`config.mk`:
```
export PLATFORM = sky130hd
export DESIGN_NAME = ebpic_top
export DESIGN_NICKNAME = d
export VERILOG_FILES = /design/src/logic/ebpic_pkg.sv /design/src/logic/ebpic_sync.sv /design/src/logic/ebpic_top.sv
export SDC_FILE = /design/constraint.sdc
export NUM_CORES = 1
export LEC_CHECK = 0
export ABC_CLOCK_PERIOD_IN_PS = 3500
export CORE_UTILIZATION = 30
export CTS_CLUSTER_SIZE = 25
export DETAILED_ROUTE_END_ITERATION = 10
export DONT_BUFFER_PORTS = 1
export GPL_TIMING_DRIVEN = 0
export HOLD_SLACK_MARGIN = 0.06
export SETUP_SLACK_MARGIN = 0.02
export SLEW_MARGIN = 10
export SYNTH_ARGS = -nofsm -noshare
export SYNTH_HDL_FRONTEND = slang
export SYNTH_SLANG_ARGS = --single-unit
export TNS_END_PERCENT = 10
```
`constraint.sdc`:
```
create_clock -name mclk -period 3.5 [get_ports mclk]
set_input_delay 0 -clock mclk [delete_from_list [all_inputs] [get_ports mclk]]
set_output_delay 0 -clock mclk [all_outputs]
set_load 0.02 [all_outputs]
```
`src/logic/ebpic_pkg.sv`:
```
/*
 Package for the external bus pin and interrupt front end: widths, reset
 vector, interrupt vectors and packed carriers shared by both design files.
 Assumes one core clock and nothing else.
*/
package ebpic_pkg;
	localparam int ADDR_W     = 23;
	localparam int LOW_W      = 16;
	localparam int HIGH_W     = 7;
	localparam int DATA_W     = 16;
	localparam int NUM_IRQ    = 4;
	localparam int IRQ_IDX_W  = 2;

	localparam logic [ADDR_W-1:0] RESET_VECTOR  = 23'h00ff80;
	localparam logic [LOW_W-1:0]  VEC_BASE      = 16'hff80;
	localparam logic [LOW_W-1:0]  NMI_VEC_OFS   = 16'h0008;
	localparam logic [LOW_W-1:0]  USER_VEC_OFS  = 16'h0040;
	localparam logic [LOW_W-1:0]  VEC_STRIDE    = 16'h0004;
	localparam logic [ADDR_W-1:0] ADDR_ZERO     = 23'h000000;
	localparam logic [DATA_W-1:0] DATA_ZERO     = 16'h0000;
	localparam logic [NUM_IRQ-1:0] IRQ_ZERO     = 4'h0;

	// Bus target spaces
	typedef enum logic [1:0] {
		EBPIC_SP_PROG = 2'b00,
		EBPIC_SP_DATA = 2'b01,
		EBPIC_SP_IO   = 2'b10
	} ebpic_space_t;

	// Core-side bus request
	typedef struct packed {
		logic                 active;
		logic                 write;
		ebpic_space_t         space;
		logic [ADDR_W-1:0]    addr;
		logic [DATA_W-1:0]    wdata;
	} ebpic_req_t;

	// Pad drive of one two-way group
	typedef struct packed {
		logic [ADDR_W-1:0]    addr_o;
		logic [ADDR_W-1:0]    addr_oe;
	} ebpic_addr_pad_t;

	typedef struct packed {
		logic [DATA_W-1:0]    data_o;
		logic [DATA_W-1:0]    data_oe;
	} ebpic_data_pad_t;
endpackage

```
`src/logic/ebpic_sync.sv`:
```
/*
 Two-flop synchroniser, one per bit, for pins entering the core clock.
 Assumes the inputs are asynchronous levels; the first stage feeds only the
 second.
*/
`timescale 1ns/1ps
module ebpic_sync import ebpic_pkg::*; #(
	parameter int WIDTH = 1,
	parameter logic [WIDTH-1:0] INIT = '0
) (
	// Clock and reset
	input  wire logic             mclk,
	input  wire logic             reset,
	// Levels
	input  wire logic [WIDTH-1:0] async_in,
	output logic      [WIDTH-1:0] sync_out
);
	logic [WIDTH-1:0] meta_q;

	always_ff @(posedge mclk) begin
		if (reset) begin
			meta_q   <= INIT;
			sync_out <= INIT;
		end else begin
			meta_q   <= async_in;
			sync_out <= meta_q;
		end
	end
endmodule

```
`src/logic/ebpic_top.sv`:
```
/*
 External address/data pin control and external interrupt front end.
 Assumes a core that issues bus requests and interrupt clears on mclk, and a
 pad ring that resolves output/enable/input triples into wires.
*/
`timescale 1ns/1ps
module ebpic_top import ebpic_pkg::*; (
	// Clock and reset
	input  wire logic                 mclk,
	input  wire logic                 reset,
	input  wire logic                 device_reset_n,
	// Mode pins
	input  wire logic                 offline_n,
	input  wire logic                 host_port_wide_select,
	input  wire logic                 hold_req_n,
	output logic                      hold_ack_n,
	// Core bus request
	input  wire ebpic_req_t           core_req,
	output logic [DATA_W-1:0]         core_rdata,
	output logic [LOW_W-1:0]          host_port_addr,
	output logic [DATA_W-1:0]         host_port_rdata,
	input  wire logic [DATA_W-1:0]    host_port_wdata,
	input  wire logic                 host_port_drive,
	// Control bits
	input  wire logic                 data_keeper_en,
	input  wire logic [NUM_IRQ-1:0]   irq_mask_reg,
	input  wire logic                 global_irq_mode_bit,
	input  wire logic [NUM_IRQ-1:0]   irq_flag_clr,
	input  wire logic                 irq_take,
	output logic [NUM_IRQ-1:0]        irq_flag_reg,
	output logic                      irq_pending,
	output logic                      nmi_pending,
	output logic [ADDR_W-1:0]         pc_q,
	output logic                      core_halted,
	// Interrupt pins
	input  wire logic [NUM_IRQ-1:0]   ext_user_irq_n,
	input  wire logic                 nmi_n,
	output logic                      irq_acknowledge_out,
	output logic                      irq_acknowledge_oe,
	// Address pins
	input  wire logic [ADDR_W-1:0]    ext_address_lines_i,
	output ebpic_addr_pad_t           ext_address_pad,
	// Data pins
	input  wire logic [DATA_W-1:0]    ext_data_lines_i,
	output ebpic_data_pad_t           ext_data_pad
);
	// ------------------------------------------------------------
	// Input synchronisers
	// ------------------------------------------------------------
	logic [NUM_IRQ+3:0] pins_s;
	logic [NUM_IRQ-1:0] irq_n_s;
	logic               nmi_n_s;
	logic               rst_n_s;
	logic               hold_n_s;
	logic               off_n_s;

	ebpic_sync #(.WIDTH(NUM_IRQ+4), .INIT({(NUM_IRQ+4){1'b1}})) u_sync (
		.mclk     (mclk),
		.reset    (reset),
		.async_in ({ext_user_irq_n, nmi_n, device_reset_n, hold_req_n, offline_n}),
		.sync_out (pins_s)
	);
	assign {irq_n_s, nmi_n_s, rst_n_s, hold_n_s, off_n_s} = pins_s;

	// ------------------------------------------------------------
	// Reset, hold, program counter
	// ------------------------------------------------------------
	logic       dev_rst;
	logic       in_hold_q;
	logic       ack_q;
	logic [LOW_W-1:0] vec_q;

	assign dev_rst     = reset | ~rst_n_s;
	assign core_halted = dev_rst;

	// Hold granted only between bus requests; the bus is floated on grant
	always_ff @(posedge mclk) begin
		if (dev_rst) begin
			in_hold_q <= 1'b0;
		end else if (!hold_n_s && !core_req.active) begin
			in_hold_q <= 1'b1;
		end else if (hold_n_s) begin
			in_hold_q <= 1'b0;
		end
	end
	assign hold_ack_n = ~in_hold_q;

	// Vector fetch for a taken interrupt overrides the core's next address
	always_ff @(posedge mclk) begin
		if (dev_rst) begin
			pc_q <= RESET_VECTOR;
		end else if (ack_q) begin
			pc_q <= {{HIGH_W{1'b0}}, vec_q};
		end else if (core_req.active && core_req.space == EBPIC_SP_PROG) begin
			pc_q <= core_req.addr;
		end
	end

	// ------------------------------------------------------------
	// Interrupt flags and priority
	// ------------------------------------------------------------
	logic [NUM_IRQ-1:0] irq_prev_q;
	logic               nmi_prev_q;
	logic [NUM_IRQ-1:0] irq_fall;
	logic [NUM_IRQ-1:0] irq_en;
	logic [IRQ_IDX_W-1:0] win_idx;
	logic [NUM_IRQ-1:0] take_onehot;
	logic               take_nmi;

	always_ff @(posedge mclk) begin
		if (dev_rst) begin
			irq_prev_q <= {NUM_IRQ{1'b1}};
			nmi_prev_q <= 1'b1;
		end else begin
			irq_prev_q <= irq_n_s;
			nmi_prev_q <= nmi_n_s;
		end
	end
	assign irq_fall = irq_prev_q & ~irq_n_s;

	assign irq_en      = irq_flag_reg & irq_mask_reg;
	assign irq_pending = |irq_en & ~global_irq_mode_bit;

	// Lowest index wins
	always_comb begin
		win_idx = '0;
		for (int i = NUM_IRQ-1; i >= 0; i--) begin
			if (irq_en[i]) begin
				win_idx = IRQ_IDX_W'(i);
			end
		end
	end

	assign take_nmi    = irq_take & nmi_pending;
	assign take_onehot = (irq_take && !nmi_pending && irq_pending) ?
		(NUM_IRQ'(1) << win_idx) : IRQ_ZERO;

	// Set wins over a clear in the same cycle
	genvar g;
	generate
		for (g = 0; g < NUM_IRQ; g++) begin : g_flag
			always_ff @(posedge mclk) begin
				if (dev_rst) begin
					irq_flag_reg[g] <= 1'b0;
				end else if (irq_fall[g]) begin
					irq_flag_reg[g] <= 1'b1;
				end else if (irq_flag_clr[g] || take_onehot[g]) begin
					irq_flag_reg[g] <= 1'b0;
				end
			end
		end
	endgenerate

	always_ff @(posedge mclk) begin
		if (dev_rst) begin
			nmi_pending <= 1'b0;
		end else if (nmi_prev_q && !nmi_n_s) begin
			nmi_pending <= 1'b1;
		end else if (take_nmi) begin
			nmi_pending <= 1'b0;
		end
	end

	// Acknowledge pulse carries the vector address for one cycle
	always_ff @(posedge mclk) begin
		if (dev_rst) begin
			ack_q <= 1'b0;
			vec_q <= VEC_BASE;
		end else begin
			ack_q <= take_nmi | (|take_onehot);
			if (take_nmi) begin
				vec_q <= VEC_BASE + NMI_VEC_OFS;
			end else begin
				vec_q <= VEC_BASE + USER_VEC_OFS + LOW_W'(VEC_STRIDE * win_idx);
			end
		end
	end

	assign irq_acknowledge_out = ~ack_q;
	assign irq_acknowledge_oe  = off_n_s;

	// ------------------------------------------------------------
	// Address pins
	// ------------------------------------------------------------
	logic [ADDR_W-1:0] addr_drv_q;
	logic [ADDR_W-1:0] addr_keep_q;
	logic              addr_low_oe;
	logic              addr_high_oe;
	logic              bus_float;
	logic              addr_prog_q;

	assign bus_float = ~off_n_s | in_hold_q;

	// High enable is registered with the address so both change on one edge
	always_ff @(posedge mclk) begin
		if (dev_rst) begin
			addr_drv_q  <= ADDR_ZERO;
			addr_prog_q <= 1'b0;
		end else if (ack_q) begin
			addr_drv_q  <= {{HIGH_W{1'b0}}, vec_q};
			addr_prog_q <= 1'b0;
		end else begin
			if (core_req.active) begin
				addr_drv_q <= core_req.addr;
			end
			addr_prog_q <= core_req.active && core_req.space == EBPIC_SP_PROG;
		end
	end

	assign addr_low_oe  = ~bus_float & ~host_port_wide_select;
	assign addr_high_oe = ~bus_float & addr_prog_q;

	// Keeper follows the pin while driven, then holds
	always_ff @(posedge mclk) begin
		if (reset) begin
			addr_keep_q <= ADDR_ZERO;
		end else begin
			if (addr_low_oe) begin
				addr_keep_q[LOW_W-1:0] <= addr_drv_q[LOW_W-1:0];
			end
			if (addr_high_oe) begin
				addr_keep_q[ADDR_W-1:LOW_W] <= addr_drv_q[ADDR_W-1:LOW_W];
			end
		end
	end

	assign ext_address_pad.addr_oe = {{HIGH_W{addr_high_oe}}, {LOW_W{addr_low_oe}}};
	assign ext_address_pad.addr_o  = {addr_high_oe ? addr_drv_q[ADDR_W-1:LOW_W] :
		addr_keep_q[ADDR_W-1:LOW_W], addr_low_oe ? addr_drv_q[LOW_W-1:0] :
		addr_keep_q[LOW_W-1:0]};

	// Host drives the low lines in wide host mode
	always_ff @(posedge mclk) begin
		if (reset) begin
			host_port_addr <= VEC_BASE ^ VEC_BASE;
		end else if (host_port_wide_select) begin
			host_port_addr <= ext_address_lines_i[LOW_W-1:0];
		end
	end

	// ------------------------------------------------------------
	// Data pins
	// ------------------------------------------------------------
	logic [DATA_W-1:0] data_drv_q;
	logic [DATA_W-1:0] data_keep_q;
	logic              data_oe_q;

	always_ff @(posedge mclk) begin
		if (dev_rst) begin
			data_drv_q <= DATA_ZERO;
			data_oe_q  <= 1'b0;
		end else if (host_port_wide_select) begin
			data_drv_q <= host_port_wdata;
			data_oe_q  <= host_port_drive & off_n_s & hold_n_s;
		end else begin
			data_drv_q <= core_req.wdata;
			data_oe_q  <= core_req.active & core_req.write & ~bus_float & hold_n_s;
		end
	end

	always_ff @(posedge mclk) begin
		if (reset) begin
			data_keep_q <= DATA_ZERO;
		end else if (ext_data_pad.data_oe[0]) begin
			data_keep_q <= data_drv_q;
		end
	end

	always_comb begin
		// Hold gates at once, even for a write already registered
		ext_data_pad.data_oe = {DATA_W{data_oe_q & off_n_s & hold_n_s & ~dev_rst}};
		ext_data_pad.data_o  = data_drv_q;
		if (!ext_data_pad.data_oe[0] && data_keeper_en) begin
			// Keeper drives weakly in silicon; here it only sets the level
			ext_data_pad.data_o = data_keep_q;
		end
	end

	always_ff @(posedge mclk) begin
		if (reset) begin
			core_rdata      <= DATA_ZERO;
			host_port_rdata <= DATA_ZERO;
		end else if (host_port_wide_select) begin
			host_port_rdata <= ext_data_lines_i;
		end else if (core_req.active && !core_req.write) begin
			core_rdata <= ext_data_lines_i;
		end
	end
endmodule
```
==> impl_metrics.toml, run 1 <==
[timing]
finalSetupViolations = 0
report.final.slew_viol_count = 0
fin_crit_ns = 2.781
timing.final.crit_share_pct = 79.45
fmax_mhz = 359.6
final.setup.tns_ns = 0
rsz0062_at_grt = "no"
slew_headroom_pct = 24.79
setup_slack_ns = 0.7191
hold_viol = 0
tightest_slew_ns = 1.124
finalClockSkew_ns = 0.01208

[placement]
pre_cts_slack_ns = 1.108
port_buffers = 0
gp_congestion = 0.7753
placed_area_um2 = 7423
hpwl_um = 13450

[power]
combPwrFrac_pct = 11.4
power.switching_mw = 1.290
irDropWorstVdd_uv = 244.7
power.share.clock_pct = 40.9
seqPwrFrac_pct = 47.7
p_per_area_nw_per_um2 = 505.2
internal_power_mw = 3.450
finalPower_mw = 4.740
p_leak_nw = 3.847
switching_share_pct = 27.22

[yosys]
ys_warn_count = 0
synth_compound_area_share_pct = 7.206
yosysTopAreaCell = "dfxtp_1"
synth_fa_ha_area_share_pct = 0
synthArstFlopShare_pct = 0
synthFlopType = "dfxtp_1"
synth-xor-area-share_pct = 0
ys_seq_elements = 182
synth_edf_count = 0
synth_mux_area_share_pct = 16.83
syn_area_per_cell_um2 = 9.794
syn_nets = 839
netlist_area_um2 = 7032
yosysSeqAreaShare_pct = 51.81
synth_top_family_by_area = "simple AND/OR/NAND/NOR gates"
synth.top_cell.area_share_pct = 51.81
synth.top_cells.by_area = "dfxtp_1 (52%), mux2i_1 (10%), mux2_2 (4.6%), nand2_1 (4.5%), a21oi_1 (4.3%)"
synth-simple-area-share_pct = 16.85
yosysUniqueCellTypes = 40
syn_inst = 718

[finish]
syn_to_final_growth_pct = 33.43
nets = 994
fin_area_um2 = 9383
reg.largest.list = "addr_drv_q (23), addr_keep_q (23), pc_q (23)"
antenna_cells = 0
final_cell_mix = "dfxtp_1 (182), dlygate4sd3_1 (136), nand2_1 (84)"
final_common_cell = "dfxtp_1"
drive_gt1_share_pct = 16.93

[drt]
vias_per_cell = 4.525
drt_iter0_markers = 226
first_pass_iters = 4
wirelength_um = 19640
antenna_left = 0
vias = 5425
wl_per_cell_um = 16.38
drc = 0

[worst_setup_path]
cpPeakStageDelay_ns = 0.91
crit_start = "u_sync.sync_out[0]"
cp_cell_sequence = "nand4b_4, clkbuf_1, nor2_1, buf_4"
cp_max_fo = 16
cp.required_ns = 3.50
crit_slowest_cell = "nor2_1"
r2r-start = "u_sync.sync_out[0]"
worstSetupEndpoint = "ext_data_pad[15]"
cp-end-kind = "output port"
worst_setup_path_start_kind = "flip-flop"
r2r_cells = 4
worstPathArrival_ns = 2.78
reg2reg_setup_slack_ns = 1.37
r2r_end = "addr_keep_q[8]"
path_class = "flip-flop to output port"

[job]
cap_violations = 0

[floorplan]
dieWidth_um = 155.1
die_y_um = 155.1
std_cell_rows = 55
start_util_pct = 30.78
dieArea_um2 = 24060
num_io_pins = 280
core-area_um2 = 22850

[run_status]
status = "finished, final reports clean"

[global_route]
grt_max_degree = 26
grt_pass1_wl_um = 29950
grt_pass1_vias = 5523
track_usage_pct = 16.34
antenna_found_initial = 0
grt-ovfl-total = 0

[clocking]
clkTransAtPathRegs_ns = 0.07
cts_root_buf = "clkbuf_16"
clock_latency_ns = 0.43
clk_path_buf_depth = 2
cts_inserted_buffers = 17
cts.sink_count = 182
tritoncts = "built"
post-cts-setup-buffers = 0
cts_max_level = 4

[min_path]
worst_hold_path_type = "input pin to flip-flop"
-- kinds of logic (layout without fill, tap and decap cells) --
group / count (synthesis) / in the layout
AND/OR/NAND/NOR: 243 / 243
flip-flops: 182 / 182
multiplexers: 110 / 110
AO/OA/AOI/OAI: 93 / 93
buffers and inverters: 90 / 258
-- power groups by stage --
| stage | registers [mW] | logic, mW | clock network (mW) |
|---|---|---|---|
| after detailed placement | 2.31 | 0.415 | 0 |
| after CTS | 2.26 | 0.541 | 1.99 |
| final | 2.26 | 0.539 | 1.94 |
| after global placement | 2.31 | 0.411 | 0 |
| after global routing | 2.27 | 0.586 | 2.08 |
| after floorplan | 2.29 | 0.330 | 0 |
-- critical path, delay by kind of cell, from the launching register on --
family,cells,cell delay [ns]
and+or+nand+nor,2,1.18
buffers and inverters,2,0.59
DFF,1,0.59
-- stage by stage --
step,utilization (%),cells,hold WS (ns)
4_1_cts,41.07,1199,0.09476
3_5_place_dp,32.49,1031,0.1005
2_1_floorplan,-,718,0.08367
3_3_place_gp,32.49,1031,0.1014
5_1_grt,41.07,1199,0.1235
6_report,41.07,1199,0.1029
-- worst min path at each step --
stage | cells after the start | slack, ns | startpoint | to
after detailed placement | 1 | 0.10 | irq_take | vec_q[6]
after floorplan | 1 | 0.08 | global_irq_mode_bit | irq_pending
after global routing | 4 | 0.12 | core_req[39] | pc_q[21]
after global placement | 1 | 0.10 | global_irq_mode_bit | irq_pending
final | 2 | 0.10 | reset | addr_keep_q[15]
after CTS | 4 | 0.09 | core_req[39] | pc_q[21]
-- routing by layer --
metal,GRT usage [%],wire length [um],vias up
met5,0,0,-
met4,5.139,314,0
met3,6.156,1622,22
met2,28.27,9511,208
met1,18.53,8193,2526
li1,-,-,2669
-- cell type report --
class | instances | area [um^2]
Timing Repair Buffer | 136 | 1361
Sequential cell | 182 | 3643
Inverter | 8 | 30.03
Tap cell | 313 | 391.6
Fill cell | 2235 | 13460
Clock buffer | 18 | 439.2
Multi-Input combinational cell | 446 | 2875
Clock inverter | 14 | 158.9
Buffer | 82 | 483.0
-- synth_stat cells (3+ instances only) --
cell,number
a21oi_1,61
or2_2,16
mux2i_1,71
buf_4,40
and2b_1,10
buf_2,14
nor2b_1,17
mux2_2,29
nor2_1,64
buf_1,3
nand2b_1,10
o21ai_0,20
inv_1,6
nand3_1,27
a31oi_1,4
dfxtp_1,182
nand2_1,84
or3b_2,3
mux2_4,9
clkbuf_1,24
-- timing repair --
item | 4_1_cts | 5_1_grt
setup endpoints to repair | 0 | 0
endpoints found under the hold margin | 156 | 0
gates resized for setup | 0 | 0
hold buffers | 136 | 0
Note: power is estimated with default switching activity, not from simulation.
==> inputs of run 2 (changes only) <==
- ABC_CLOCK_PERIOD_IN_PS: 3500 -> 2830
- clock period: 3.5 -> 2.83 ns (I/O delays scaled with it)
==> impl_metrics.toml, run 2 (synthesized netlist as in run 1, its figures left out) <==
[worst_setup_path]
worstPathArrival_ns = 2.45
path_class = "flip-flop to output port"
worst_setup_path_start_kind = "flip-flop"
cp-end-kind = "output port"
cp_max_fo = 16
reg2reg_setup_slack_ns = 0.70
r2r_cells = 4
cp.required_ns = 2.83
r2r-start = "u_sync.sync_out[0]"
r2r_end = "addr_keep_q[8]"

[placement]
gp_congestion = 0.7753
hpwl_um = 13450
placed_area_um2 = 7423
placed_cells = 1031
port_buffers = 0

[finish]
num-fill-cells = 2233
seqCellArea_um2 = 3643
final_cell_mix = "dfxtp_1 (182), dlygate4sd3_1 (136), nand2_1 (84)"
antenna_cells = 0
drive_gt1_share_pct = 17.04
reg.largest.list = "addr_drv_q (23), addr_keep_q (23), pc_q (23)"
fin_cells = 1199
multi_input_area_um2 = 2878
fin_area_um2 = 9385
final_common_cell = "dfxtp_1"
nets = 994
syn_to_final_growth_pct = 33.47
fin_util_pct = 41.08

[power]
p_per_area_nw_per_um2 = 624.3
p_leak_nw = 3.847
irDropWorstVdd_uv = 302.6

[clocking]
cts_max_level = 4
clock_latency_ns = 0.43
clkTransAtPathRegs_ns = 0.07
cts_inserted_buffers = 17
cts.sink_count = 182
clk_path_buf_depth = 2
cts_root_buf = "clkbuf_16"
tritoncts = "built"
post-cts-setup-buffers = 0

[floorplan]
num_io_pins = 280
dieWidth_um = 155.1
dieArea_um2 = 24060
std_cell_rows = 55
start_util_pct = 30.78
core-area_um2 = 22850
die_y_um = 155.1

[drt]
vias_per_cell = 4.529
dr_wl_met2_um = 9493
vias = 5430
wl_per_cell_um = 16.35
first_pass_iters = 4
wirelength_um = 19610
wl_met3_um = 1630
drc = 0
drt_iter0_markers = 225
antenna_left = 0
highest_layer = "met4"
wl_met1_um = 8159

[global_route]
grt_pass1_wl_um = 29950
antenna_found_initial = 0
grt-ovfl-total = 0
track_usage_pct = 16.34
grt_max_degree = 26
grt_pass1_vias = 5523

[timing]
rsz0062_at_grt = "no"
tightest_slew_ns = 0.7514
report.final.slew_viol_count = 0
slew_headroom_pct = 49.91
timing.final.crit_share_pct = 86.49
final.setup.tns_ns = 0
fin_crit_ns = 2.448
finalClockSkew_ns = 0.01208
hold_viol = 0
fmax_mhz = 408.6
hold_slack_ns = 0.1031
finalSetupViolations = 0

[min_path]
worstHoldPathCells = 2
hold_start = "reset"
whs_endpoint = "addr_keep_q[15]"
worst_hold_path_type = "input pin to flip-flop"

[run_status]
status = "finished, final reports clean"

[job]
cap_violations = 0
-- run 2: layer usage --
metal  vias up  track usage, %
met4         0           5.139
met5         -               0
li1       2669               -
met2       214           28.27
met1      2523           18.53
met3        24           6.156
-- run 2: how the worst max path moves through the flow --
stage	depth (start not counted)	slack [ns]	end	startpoint
2_1_floorplan	4	0.89	ext_data_pad[10]	u_sync.sync_out[0]
3_3_place_gp	4	0.47	ext_data_pad[15]	u_sync.sync_out[0]
3_5_place_dp	4	0.44	ext_data_pad[15]	u_sync.sync_out[0]
4_1_cts	4	0.30	ext_data_pad[15]	u_sync.sync_out[0]
5_1_grt	4	0.20	ext_data_pad[10]	u_sync.sync_out[0]
6_report	4	0.38	ext_data_pad[15]	u_sync.sync_out[0]
-- run 2: metrics by stage --
| step | power (mW) | setup slack [ns] |
|---|---|---|
| 6_report | 5.860 | 0.3824 |
| 5_1_grt | 6.111 | 0.2005 |
| 4_1_cts | 5.924 | 0.2993 |
| 3_5_place_dp | 3.370 | 0.4379 |
| 3_3_place_gp | 3.364 | 0.4716 |
| 2_1_floorplan | 3.244 | 0.8916 |
-- run 2: cell type report --
class	count	share of cell area (%)
clock buffer	18	4.679
multi-input combinational	446	30.66
buffer	82	5.146
timing repair buffer	136	14.50
clock inverter	14	1.693
sequential	182	38.82
tap	313	4.173
inverter	8	0.3200
-- run 2: where the power goes --
group          total (mW)  switching, mW  internal [mW]
clock                2.39           1.11           1.28
sequential           2.80          0.125           2.67
combinational       0.667          0.356          0.311
total                5.86           1.59           4.27
-- run 2: worst max-delay path, cell delays in order (launching register included) --
cell	delay, ns
dfxtp_1	0.59
nand4b_4	0.27
clkbuf_1	0.31
nor2_2	0.60
buf_4	0.26
-- run 2: what timing repair did --
item / CTS / global route
hold buffers: 136 / 0
endpoints found under the hold margin: 156 / 0
resized for setup: 1 / 0
endpoints found under the setup margin: 15 / 0
